### src/psmp_cfg.svh
// Constants of the programmable synchronous memory port.
// Assumes byte addressing on an APB bus with 32-bit data.
`ifndef PSMP_CFG_SVH
`define PSMP_CFG_SVH

`define PSMP_SPACES          4
`define PSMP_OFF_SEC0        12'h000
`define PSMP_OFF_SEC1        12'h004
`define PSMP_OFF_SEC2        12'h008
`define PSMP_OFF_SEC3        12'h00C
`define PSMP_OFF_ADDR        12'h010
`define PSMP_OFF_WDATA       12'h014
`define PSMP_OFF_CMD         12'h018
`define PSMP_OFF_STATUS      12'h01C
`define PSMP_OFF_RDATA       12'h020

`define PSMP_SEC_RL_LSB      0
`define PSMP_SEC_WL_LSB      2
`define PSMP_SEC_CHIP_ENABLE_EXTEND_BIT   4
`define PSMP_SEC_READ_ENABLE_STROBE_SEL_BIT   5
`define PSMP_SEC_CLKSEL_BIT  6
`define PSMP_SEC_W           7
`define PSMP_SEC_RESET       7'h00

`define PSMP_CMD_READ_BIT    0
`define PSMP_CMD_SPACE_LSB   1
`define PSMP_STAT_BUSY_BIT   0
`define PSMP_STAT_ERR_BIT    1

`define PSMP_DESELECT_TICKS  2'h1

`endif

### src/psmp_pkg.sv
// Types of the programmable synchronous memory port.
// Assumes psmp_cfg.svh is on the include path.
`include "psmp_cfg.svh"

package psmp_pkg;

  typedef struct packed {
    logic       clk_sel;
    logic       read_enable_strobe_sel;
    logic       chip_enable_extend;
    logic [1:0] write_latency_sel;
    logic [1:0] read_latency_sel;
  } psmp_sec_t;

  typedef struct packed {
    logic chip_enable_n;
    logic strobe_n;
    logic output_enable_n;
    logic write_enable_n;
  } psmp_ctl_t;

  typedef enum logic [2:0] {
    PSMP_IDLE,
    PSMP_ARM,
    PSMP_RD_WAIT,
    PSMP_WR_WAIT,
    PSMP_DESEL
  } psmp_state_t;

endpackage

### src/psmp_port.sv
// Programmable synchronous memory port: APB registers and the sync
// SRAM / ZBT / FIFO pin sequencer for one memory port instance.
// Assumes both external output clocks and read data come from outside
// the pclk domain; they are resynchronised here.
//
// Function
// - Read latency 0..3 per space
// - Write latency 0..3 per space
// - Extend off: chip enable drops after command
// - Extend on: chip enable follows output enable on reads
// - Strobe select 0: address strobe, deselect cycles
// - Strobe select 1: FIFO read enable, no deselect
// - Each space picks one of two clocks
// - Three control pins take sync roles
// - Per-space secondary control register holds settings
// - Two port instances, told apart by PORT_NARROW
`timescale 1ns/1ps
`default_nettype none
`include "psmp_cfg.svh"

module psmp_port #(
  parameter int ADDR_W      = 20,
  parameter int DATA_W      = 32,
  parameter bit PORT_NARROW = 1'b0
) (
  input  wire logic                    pclk,
  input  wire logic                    presetn,
  input  wire logic                    psel,
  input  wire logic                    penable,
  input  wire logic                    pwrite,
  input  wire logic [11:0]             paddr,
  input  wire logic [31:0]             pwdata,
  output var  logic [31:0]             prdata,
  output var  logic                    pready,
  output var  logic                    pslverr,
  input  wire logic                    ext_clock_out_one,
  input  wire logic                    ext_clock_out_two,
  output var  logic [`PSMP_SPACES-1:0] space_chip_enable_n,
  output var  logic                    addr_strobe_or_read_enable_n,
  output var  logic                    sync_output_enable_n,
  output var  logic                    sync_write_enable_n,
  output var  logic [ADDR_W-1:0]       mem_addr,
  output var  logic [DATA_W-1:0]       mem_data_out,
  output var  logic                    mem_data_oe,
  input  wire logic [DATA_W-1:0]       mem_data_in,
  output var  logic                    port_is_narrow
);
  import psmp_pkg::*;

  // Register words are 32 bits, so wider fields could not be reached
  if (DATA_W < 1 || DATA_W > 32 || ADDR_W < 1 || ADDR_W > 32) begin : g_bad_width
    $error("psmp_port: unsupported ADDR_W or DATA_W");
  end

  ////////////////////////////////////////////////////////////////////
  // Resynchronisers

  logic [2:0]        clk1_sync;
  logic [2:0]        clk2_sync;
  // Read data stands for the whole latency, so per-bit sync is safe
  logic [DATA_W-1:0] din_meta;
  logic [DATA_W-1:0] din_sync;

  always_ff @(posedge pclk or negedge presetn) begin
    if (!presetn) begin
      clk1_sync <= 3'h0;
      clk2_sync <= 3'h0;
      din_meta  <= '0;
      din_sync  <= '0;
    end else begin
      clk1_sync <= {clk1_sync[1:0], ext_clock_out_one};
      clk2_sync <= {clk2_sync[1:0], ext_clock_out_two};
      din_meta  <= mem_data_in;
      din_sync  <= din_meta;
    end
  end

  // One pclk of rise per external edge, so each tick counts once
  function automatic logic rising(input logic [2:0] stages);
    rising = stages[1] & ~stages[2];
  endfunction

  // Stage 0 is only read by stage 1
  wire rise_one = rising(clk1_sync);
  wire rise_two = rising(clk2_sync);

  ////////////////////////////////////////////////////////////////////
  // APB register file

  psmp_sec_t         sec [`PSMP_SPACES];
  logic [ADDR_W-1:0] acc_addr;
  logic [DATA_W-1:0] acc_wdata;
  logic [DATA_W-1:0] acc_rdata;
  logic              busy;
  logic              cmd_err;
  logic              start;
  logic              start_read;
  logic [1:0]        start_space;

  function automatic logic [31:0] sec_word(input psmp_sec_t s);
    sec_word = {25'h0, s};
  endfunction

  wire apb_access = psel & penable;
  wire apb_wr     = apb_access & pwrite;
  wire hit_sec    = (paddr[11:4] == 8'h00) && (paddr[1:0] == 2'h0);
  wire hit_addr   = (paddr == `PSMP_OFF_ADDR);
  wire hit_wdata  = (paddr == `PSMP_OFF_WDATA);
  wire hit_cmd    = (paddr == `PSMP_OFF_CMD);
  wire hit_status = (paddr == `PSMP_OFF_STATUS);
  wire hit_rdata  = (paddr == `PSMP_OFF_RDATA);
  wire hit_any    = hit_sec | hit_addr | hit_wdata | hit_cmd | hit_status | hit_rdata;
  wire [1:0] sec_idx = paddr[3:2];
  // Commands while busy are refused rather than queued
  wire cmd_refused = hit_cmd & busy;

  assign pready  = 1'b1;
  assign pslverr = apb_access & (~hit_any | (pwrite & cmd_refused));
  assign port_is_narrow = PORT_NARROW;

  // Error flag sticks until software writes it back
  wire [31:0] status_word = (32'(cmd_err) << `PSMP_STAT_ERR_BIT)
                          | (32'(busy) << `PSMP_STAT_BUSY_BIT);
  wire [31:0] rd_mux =
    hit_sec    ? sec_word(sec[sec_idx]) :
    hit_addr   ? 32'(acc_addr) :
    hit_wdata  ? 32'(acc_wdata) :
    hit_status ? status_word :
    hit_rdata  ? 32'(acc_rdata) : 32'h0;

  ////////////////////////////////////////////////////////////////////
  // Read data staging

  // Staged in the setup phase so the pin leaves a flop, still 0 wait
  wire apb_setup_rd = psel & ~penable & ~pwrite;

  always_ff @(posedge pclk or negedge presetn) begin
    if (!presetn) begin
      prdata <= 32'h0;
    end else begin
      prdata <= apb_setup_rd ? rd_mux : 32'h0;
    end
  end

  wire cmd_go = apb_wr & hit_cmd & ~busy;

  always_ff @(posedge pclk or negedge presetn) begin
    if (!presetn) begin
      for (int i = 0; i < `PSMP_SPACES; i++) begin
        sec[i] <= psmp_sec_t'(`PSMP_SEC_RESET);
      end
      acc_addr    <= '0;
      acc_wdata   <= '0;
      cmd_err     <= 1'b0;
      start       <= 1'b0;
      start_read  <= 1'b0;
      start_space <= 2'h0;
    end else begin
      start <= cmd_go;
      if (apb_wr && hit_sec) begin
        sec[sec_idx] <= psmp_sec_t'(pwdata[`PSMP_SEC_W-1:0]);
      end
      if (apb_wr && hit_addr) begin
        acc_addr <= pwdata[ADDR_W-1:0];
      end
      if (apb_wr && hit_wdata) begin
        acc_wdata <= pwdata[DATA_W-1:0];
      end
      if (cmd_go) begin
        start_read  <= pwdata[`PSMP_CMD_READ_BIT];
        start_space <= pwdata[`PSMP_CMD_SPACE_LSB +: 2];
      end
      if (apb_wr && cmd_refused) begin
        cmd_err <= 1'b1;
      end else if (apb_wr && hit_status && pwdata[`PSMP_STAT_ERR_BIT]) begin
        cmd_err <= 1'b0;
      end
    end
  end

  ////////////////////////////////////////////////////////////////////
  // Pin sequencer

  psmp_state_t state;
  psmp_state_t next_state;
  psmp_sec_t   cur;
  logic [1:0]  cur_space;
  logic        cur_read;
  logic [1:0]  lat_cnt;
  logic [1:0]  next_lat_cnt;
  psmp_ctl_t   ctl;
  psmp_ctl_t   next_ctl;
  logic        next_data_oe;
  logic        capture;

  // Ticks of the clock chosen for the active space
  wire tick = cur.clk_sel ? rise_two : rise_one;

  // One space at most is enabled, the rest held off
  function automatic logic [`PSMP_SPACES-1:0] space_select(input logic       enable_n,
                                                           input logic [1:0] space);
    space_select        = '1;
    space_select[space] = enable_n;
  endfunction

  always_comb begin
    next_state   = state;
    next_lat_cnt = lat_cnt;
    next_ctl     = ctl;
    next_data_oe = mem_data_oe;
    capture      = 1'b0;
    case (state)
      PSMP_IDLE: begin
        next_ctl     = '{1'b1, 1'b1, 1'b1, 1'b1};
        next_data_oe = 1'b0;
        if (start) begin
          next_state = PSMP_ARM;
        end
      end
      PSMP_ARM: begin
        if (tick) begin
          // Command presented at this edge
          next_lat_cnt             = cur_read ? cur.read_latency_sel : cur.write_latency_sel;
          next_ctl.chip_enable_n   = 1'b0;
          // A FIFO read enable must stay off for writes
          next_ctl.strobe_n        = cur.read_enable_strobe_sel & ~cur_read;
          next_ctl.output_enable_n = ~cur_read;
          next_ctl.write_enable_n  = cur_read;
          if (cur_read) begin
            next_state = PSMP_RD_WAIT;
          end else begin
            next_state = PSMP_WR_WAIT;
            if (cur.write_latency_sel == 2'h0) begin
              next_data_oe = 1'b1;
            end
          end
        end
      end
      PSMP_RD_WAIT: begin
        if (tick) begin
          if (!cur.chip_enable_extend) begin
            next_ctl.chip_enable_n = 1'b1;
          end
          if (!cur.read_enable_strobe_sel) begin
            next_ctl.strobe_n = 1'b1;
          end
          if (lat_cnt == 2'h0) begin
            // Data sampled one edge after the latency has run out
            capture                  = 1'b1;
            next_ctl.output_enable_n = 1'b1;
            next_ctl.chip_enable_n   = 1'b1;
            next_ctl.strobe_n        = 1'b1;
            next_lat_cnt             = `PSMP_DESELECT_TICKS;
            next_state = cur.read_enable_strobe_sel ? PSMP_IDLE : PSMP_DESEL;
          end else begin
            next_lat_cnt = lat_cnt - 2'h1;
          end
        end
      end
      PSMP_WR_WAIT: begin
        if (tick) begin
          next_ctl.chip_enable_n  = 1'b1;
          next_ctl.strobe_n       = 1'b1;
          next_ctl.write_enable_n = 1'b1;
          if (mem_data_oe) begin
            next_data_oe = 1'b0;
            next_lat_cnt = `PSMP_DESELECT_TICKS;
            next_state   = cur.read_enable_strobe_sel ? PSMP_IDLE : PSMP_DESEL;
          end else if (lat_cnt == 2'h1) begin
            next_data_oe = 1'b1;
          end else begin
            next_lat_cnt = lat_cnt - 2'h1;
          end
        end
      end
      PSMP_DESEL: begin
        // Idle clocks for SRAMs that need a deselect
        if (tick) begin
          if (lat_cnt <= 2'h1) begin
            next_state = PSMP_IDLE;
          end else begin
            next_lat_cnt = lat_cnt - 2'h1;
          end
        end
      end
      default: begin
        next_state = PSMP_IDLE;
      end
    endcase
  end

  assign busy = (state != PSMP_IDLE) | start;

  always_ff @(posedge pclk or negedge presetn) begin
    if (!presetn) begin
      state       <= PSMP_IDLE;
      lat_cnt     <= 2'h0;
      ctl         <= '{1'b1, 1'b1, 1'b1, 1'b1};
      mem_data_oe <= 1'b0;
      space_chip_enable_n <= '1;
      cur         <= psmp_sec_t'(`PSMP_SEC_RESET);
      cur_space   <= 2'h0;
      cur_read    <= 1'b0;
      acc_rdata   <= '0;
    end else begin
      state       <= next_state;
      lat_cnt     <= next_lat_cnt;
      ctl         <= next_ctl;
      mem_data_oe <= next_data_oe;
      space_chip_enable_n <= space_select(next_ctl.chip_enable_n, cur_space);
      // Settings latched here, so a mid-access SEC write is harmless
      if (start) begin
        cur       <= sec[start_space];
        cur_space <= start_space;
        cur_read  <= start_read;
      end
      if (capture) begin
        acc_rdata <= din_sync;
      end
    end
  end

  ////////////////////////////////////////////////////////////////////
  // Pin outputs
  // Address and data load at start and hold for the whole access

  always_ff @(posedge pclk or negedge presetn) begin
    if (!presetn) begin
      mem_addr     <= '0;
      mem_data_out <= '0;
    end else if (start) begin
      mem_addr     <= acc_addr;
      mem_data_out <= acc_wdata;
    end
  end

  assign addr_strobe_or_read_enable_n = ctl.strobe_n;
  assign sync_output_enable_n         = ctl.output_enable_n;
  assign sync_write_enable_n          = ctl.write_enable_n;

endmodule

`default_nettype wire

### config.mk
export PLATFORM = sky130hd
export DESIGN_NAME = psmp_port
export DESIGN_NICKNAME = d
export VERILOG_FILES = /design/src/psmp_pkg.sv /design/src/psmp_port.sv
export VERILOG_INCLUDE_DIRS = /design/src
export SDC_FILE = /design/constraint.sdc
export NUM_CORES = 1
export LEC_CHECK = 0
export BUFFER_PORTS_ARGS = -buffer_cell sky130_fd_sc_hd__buf_4
export CAP_MARGIN = 20
export CORE_MARGIN = 10
export CORE_UTILIZATION = 45
export CTS_CLUSTER_DIAMETER = 60
export DETAILED_ROUTE_END_ITERATION = 10
export PLACE_DENSITY = 0.63
export SETUP_SLACK_MARGIN = 0.1
export SLEW_MARGIN = 25
export SYNTH_ARGS = -nofsm -noshare
export SYNTH_HDL_FRONTEND = slang
export SYNTH_SLANG_ARGS = --single-unit
### constraint.sdc
create_clock -name pclk -period 5.8 [get_ports pclk]
set_input_delay 0.29 -clock pclk [delete_from_list [all_inputs] [get_ports pclk]]
set_output_delay 0.29 -clock pclk [all_outputs]
set_load 0.05 [all_outputs]
==> impl_metrics.ini <==
[logic_synthesis]
synth-main-ff-cell = sky130_fd_sc_hd__dfrtp_1
netlist.top_cell.by_area = sky130_fd_sc_hd__dfrtp_1
yosysTopAreaCellShare_pct = 63.4
ys_async_sr_fraction_pct = 100
synthesis.nets = 830
synth_warnings = 0
synth_top_cells_by_area = sky130_fd_sc_hd__dfrtp_1 63%, sky130_fd_sc_hd__mux2_2 16%, sky130_fd_sc_hd__mux4_2 2.8%
post_synth_instance_area_um2 = 11300
cell_with_the_most_instances_after_synthesis = sky130_fd_sc_hd__dfrtp_1
synth.cells.most_frequent = 287 x sky130_fd_sc_hd__dfrtp_1, 163 x sky130_fd_sc_hd__mux2_2, 49 x sky130_fd_sc_hd__nor2_1
postSynthAreaPerCell_um2 = 15.2
yosysSeqAreaShare_pct = 65.2
synthDistinctLibCells = 60
ys_seq_elements = 295
syn_inst = 744
synth_enable_flop_cells = 0

[layout]
seqCellArea_um2 = 7390
area_taken_by_multi_input_logic_gates_um2 = 3750
diodes = 0
synthToLayoutAreaGrowth_pct = 29.9
finalNonFillerCells = 1334
n_fill_cell = 1967
drive_above_1_share_pct = 46.1
nets = 1067
final_area_um2 = 14700
layout.core_utilization_pct = 59.0

[drt]
drcViolationCount = 0
drt_first_pass_iters = 7
top_layer_used = met4
routed-via-count = 7117
drt_iter0_markers = 589
met3_wirelength_um = 1840
route.layer.met1.wl_um = 12000
drt-total-wl_um = 27800
route.met2.wl_um = 13400
drt.antenna.violating_nets = 0
vias_per_cell = 5.34
route.detailed.wl_per_inst_um = 20.8

[pwr]
vdd_drop_max_v = 0.000228
power_leakage_nw = 7.14
power.internal_w = 0.00345
power.share.combinational_pct = 3.8
net-switching-power_w = 0.000907
switching_share_pct = 20.8
pwr-share-seq_pct = 48.1
power_per_cell_area_nw_per_um2 = 296
power.share.clock_pct = 48.1

[clock_network]
cts_post_setup_buffers_inserted = 0
cts_sink_cnt = 295
insertion_delay_ns = 0.56
clkSlewWorstSetupHoldPaths_ns = 0.06
cts-buffers-inserted = 31
cts_max_level = 1
cts_tree = done
library_cell_used_as_clock_root_buffer = sky130_fd_sc_hd__clkbuf_16
max-clock-path-buffers = 3

[critical_path]
crit_path_start = paddr[1]
timing.critical_path.max_delay_family = simple AND/OR/NAND/NOR gates
data_required_time_at_the_worst_endpoint_ns = 5.51
timing_worst_setup_path_type = primary input to output port
cp_slowest_stage_delay_ns = 0.59
critPathMaxFanout = 9
timing.critical_path.arrival_ns = 2.48
path_cells = buf_4 > or4_4 > or3_1 > nor4b_1 > a31o_2 > buf_4
worst_setup_path_end_kind = output port
ff2ff_path_depth = 7
worst_path_most_repeated_cell = sky130_fd_sc_hd__buf_4
nature_of_the_critical_path_startpoint = primary input
timing.rr.start = lat_cnt[0]
worst-r2r-setup-slack_ns = 3.45
critical-path-slowest-cell = sky130_fd_sc_hd__or3_1
critPathBufInv = 2
regToRegEndpoint = space_chip_enable_n[0]

[grt]
pin_count_of_the_biggest_net_entering_global_routing = 143
via_count_of_the_first_global_routing_pass = 7579
initial_antenna_violation_count = 0
grt_pass1_wl_um = 43400
track_usage_pct = 17.3
gr-total-overflow = 0

[timing]
skew_ns = 0.0147
worst_hold_slack_ns = 0.0200
setup_violations = 0
max_freq_ghz = 0.361
setup_tns_ns = 0
timing_hold_violations_final = 0
fin_crit_sh_pct = 47.8
final-max-slew-violation-count = 0
tightestPinTransition_ns = 0.930
grt_setup_unrepaired = no
final_period_minus_worst_setup_slack_ns = 2.77
slew_headroom_pct = 38.0

[place]
post-place-cells = 1218
port_buffers = 175
placement.cell_area_um2 = 13000
globalplace.congestion = 0.859
detailed_place_hpwl_um = 18400

[outcome]
run_status = completed

[run]
drv.max_cap_violation_count = 0

[hold_path]
cell_depth_of_the_worst_min_delay_path = 2
hp-class = primary input to flop
hp-start = pwdata[6]
holdPathEnd = sec[6]

[floorplanning]
io_pins = 178
core_area_um2 = 25000
die_height_um = 179
initial_utilization_pct = 45.4
area_enclosed_by_the_die_boundary_um2 = 31900
die_x_um = 179
row_count = 58
cell usage in the layout (no fill, tap or decap), types with 4 or more instances in the layout:
master,Yosys,final
sky130_fd_sc_hd__a211oi_1,5,5
sky130_fd_sc_hd__a21oi_1,10,10
sky130_fd_sc_hd__a221oi_1,6,6
sky130_fd_sc_hd__a222oi_1,13,13
sky130_fd_sc_hd__a22oi_1,13,13
sky130_fd_sc_hd__buf_4,2,184
sky130_fd_sc_hd__bufinv_16,0,5
sky130_fd_sc_hd__clkbuf_16,0,31
sky130_fd_sc_hd__clkbuf_8,0,7
sky130_fd_sc_hd__clkinv_2,0,9
sky130_fd_sc_hd__dfrtp_1,287,286
sky130_fd_sc_hd__dfstp_2,8,8
sky130_fd_sc_hd__dlygate4sd3_1,0,60
sky130_fd_sc_hd__inv_1,11,11
sky130_fd_sc_hd__mux2_2,163,163
sky130_fd_sc_hd__mux2_4,14,14
sky130_fd_sc_hd__mux2i_1,4,4
sky130_fd_sc_hd__mux4_2,14,14
sky130_fd_sc_hd__nand2_1,7,7
sky130_fd_sc_hd__nand2b_1,6,6
sky130_fd_sc_hd__nand3_1,5,5
sky130_fd_sc_hd__nor2_1,49,48
sky130_fd_sc_hd__nor3_1,6,4
sky130_fd_sc_hd__nor4_1,8,5
sky130_fd_sc_hd__nor4_2,1,4
sky130_fd_sc_hd__o21ai_0,16,15
sky130_fd_sc_hd__or3b_2,4,4
worst max path at each step:
stage | cells after the start | end | slack [ns]
CTS | 6 | pslverr | 2.98
floorplan | 6 | sec[21] | 3.50
detailed placement | 6 | acc_wdata[26] | 2.57
global route | 6 | pslverr | 2.97
finish | 6 | pslverr | 3.03
global placement | 6 | acc_wdata[29] | 2.61
metrics by stage:
stage | setup slack (ns) | power [W]
after floorplan | 3.50 | 0.00216
after global placement | 2.61 | 0.00227
after detailed placement | 2.57 | 0.00227
after CTS | 2.98 | 0.00441
after global routing | 2.97 | 0.00452
final | 3.03 | 0.00436
routing by layer:
metal  global-route usage (%)  vias to the layer above
met4                     4.17                        0
met1                     23.3                     3681
met3                     4.30                       44
met2                     27.6                      213
li1                         -                     3179
met5                        0                        -
power groups by stage:
stage	Sequential, W	Combinational, W	Clock (W)
floorplan	0.00213	0.0000306	0
global placement	0.00213	0.000136	0
detailed placement	0.00213	0.000137	0
CTS	0.00209	0.000170	0.00215
global route	0.00210	0.000185	0.00224
finish	0.00210	0.000168	0.00210
what timing repair did:
item,CTS,global route
endpoints found under the hold margin,173,0
resized for setup,0,0
hold buffers,60,0
endpoints found under the setup margin,0,0
cell type report:
| type | count | area share (%) |
|---|---|---|
| Inverter | 11 | 0.281 |
| Clock buffer | 40 | 5.98 |
| Timing Repair Buffer | 246 | 13.7 |
| Tap cell | 330 | 2.81 |
| Clock inverter | 16 | 1.52 |
| Sequential cell | 295 | 50.2 |
| Multi-Input combinational cell | 396 | 25.5 |
cell families after synthesis:
group | share of synthesized area, %
DFF | 65.2
muxes | 21.3
and+or+nand+nor | 5.61
AOI/OAI and AO/OA | 5.39
buffers and inverters | 2.08
adders and majority gates | 0.331
other | 0.0663
sequential cells by signal, indices dropped and copies added (netlist names), 2 cells and up:
signal               count
lat_cnt                  2
acc_wdata               32
clk2_sync                3
clk1_sync                3
state                    3
cur                      7
din_sync                32
din_meta                32
mem_data_out            32
space_chip_enable_n      4
acc_addr                20
prdata                  32
acc_rdata               32
mem_addr                20
cur_space                2
start_space              2
sec                     28
worst reg2reg max path: cells and delay by family, from the launching register on:
| kind | cells | cell delay, ns |
|---|---|---|
| buffers and inverters | 2 | 0.20 |
| AOI/OAI and AO/OA | 2 | 0.89 |
| adders and majority gates | 1 | 0.23 |
| and+or+nand+nor | 2 | 0.54 |
| DFF | 1 | 0.41 |
No activity file was read; power rests on OpenSTA's default activity.
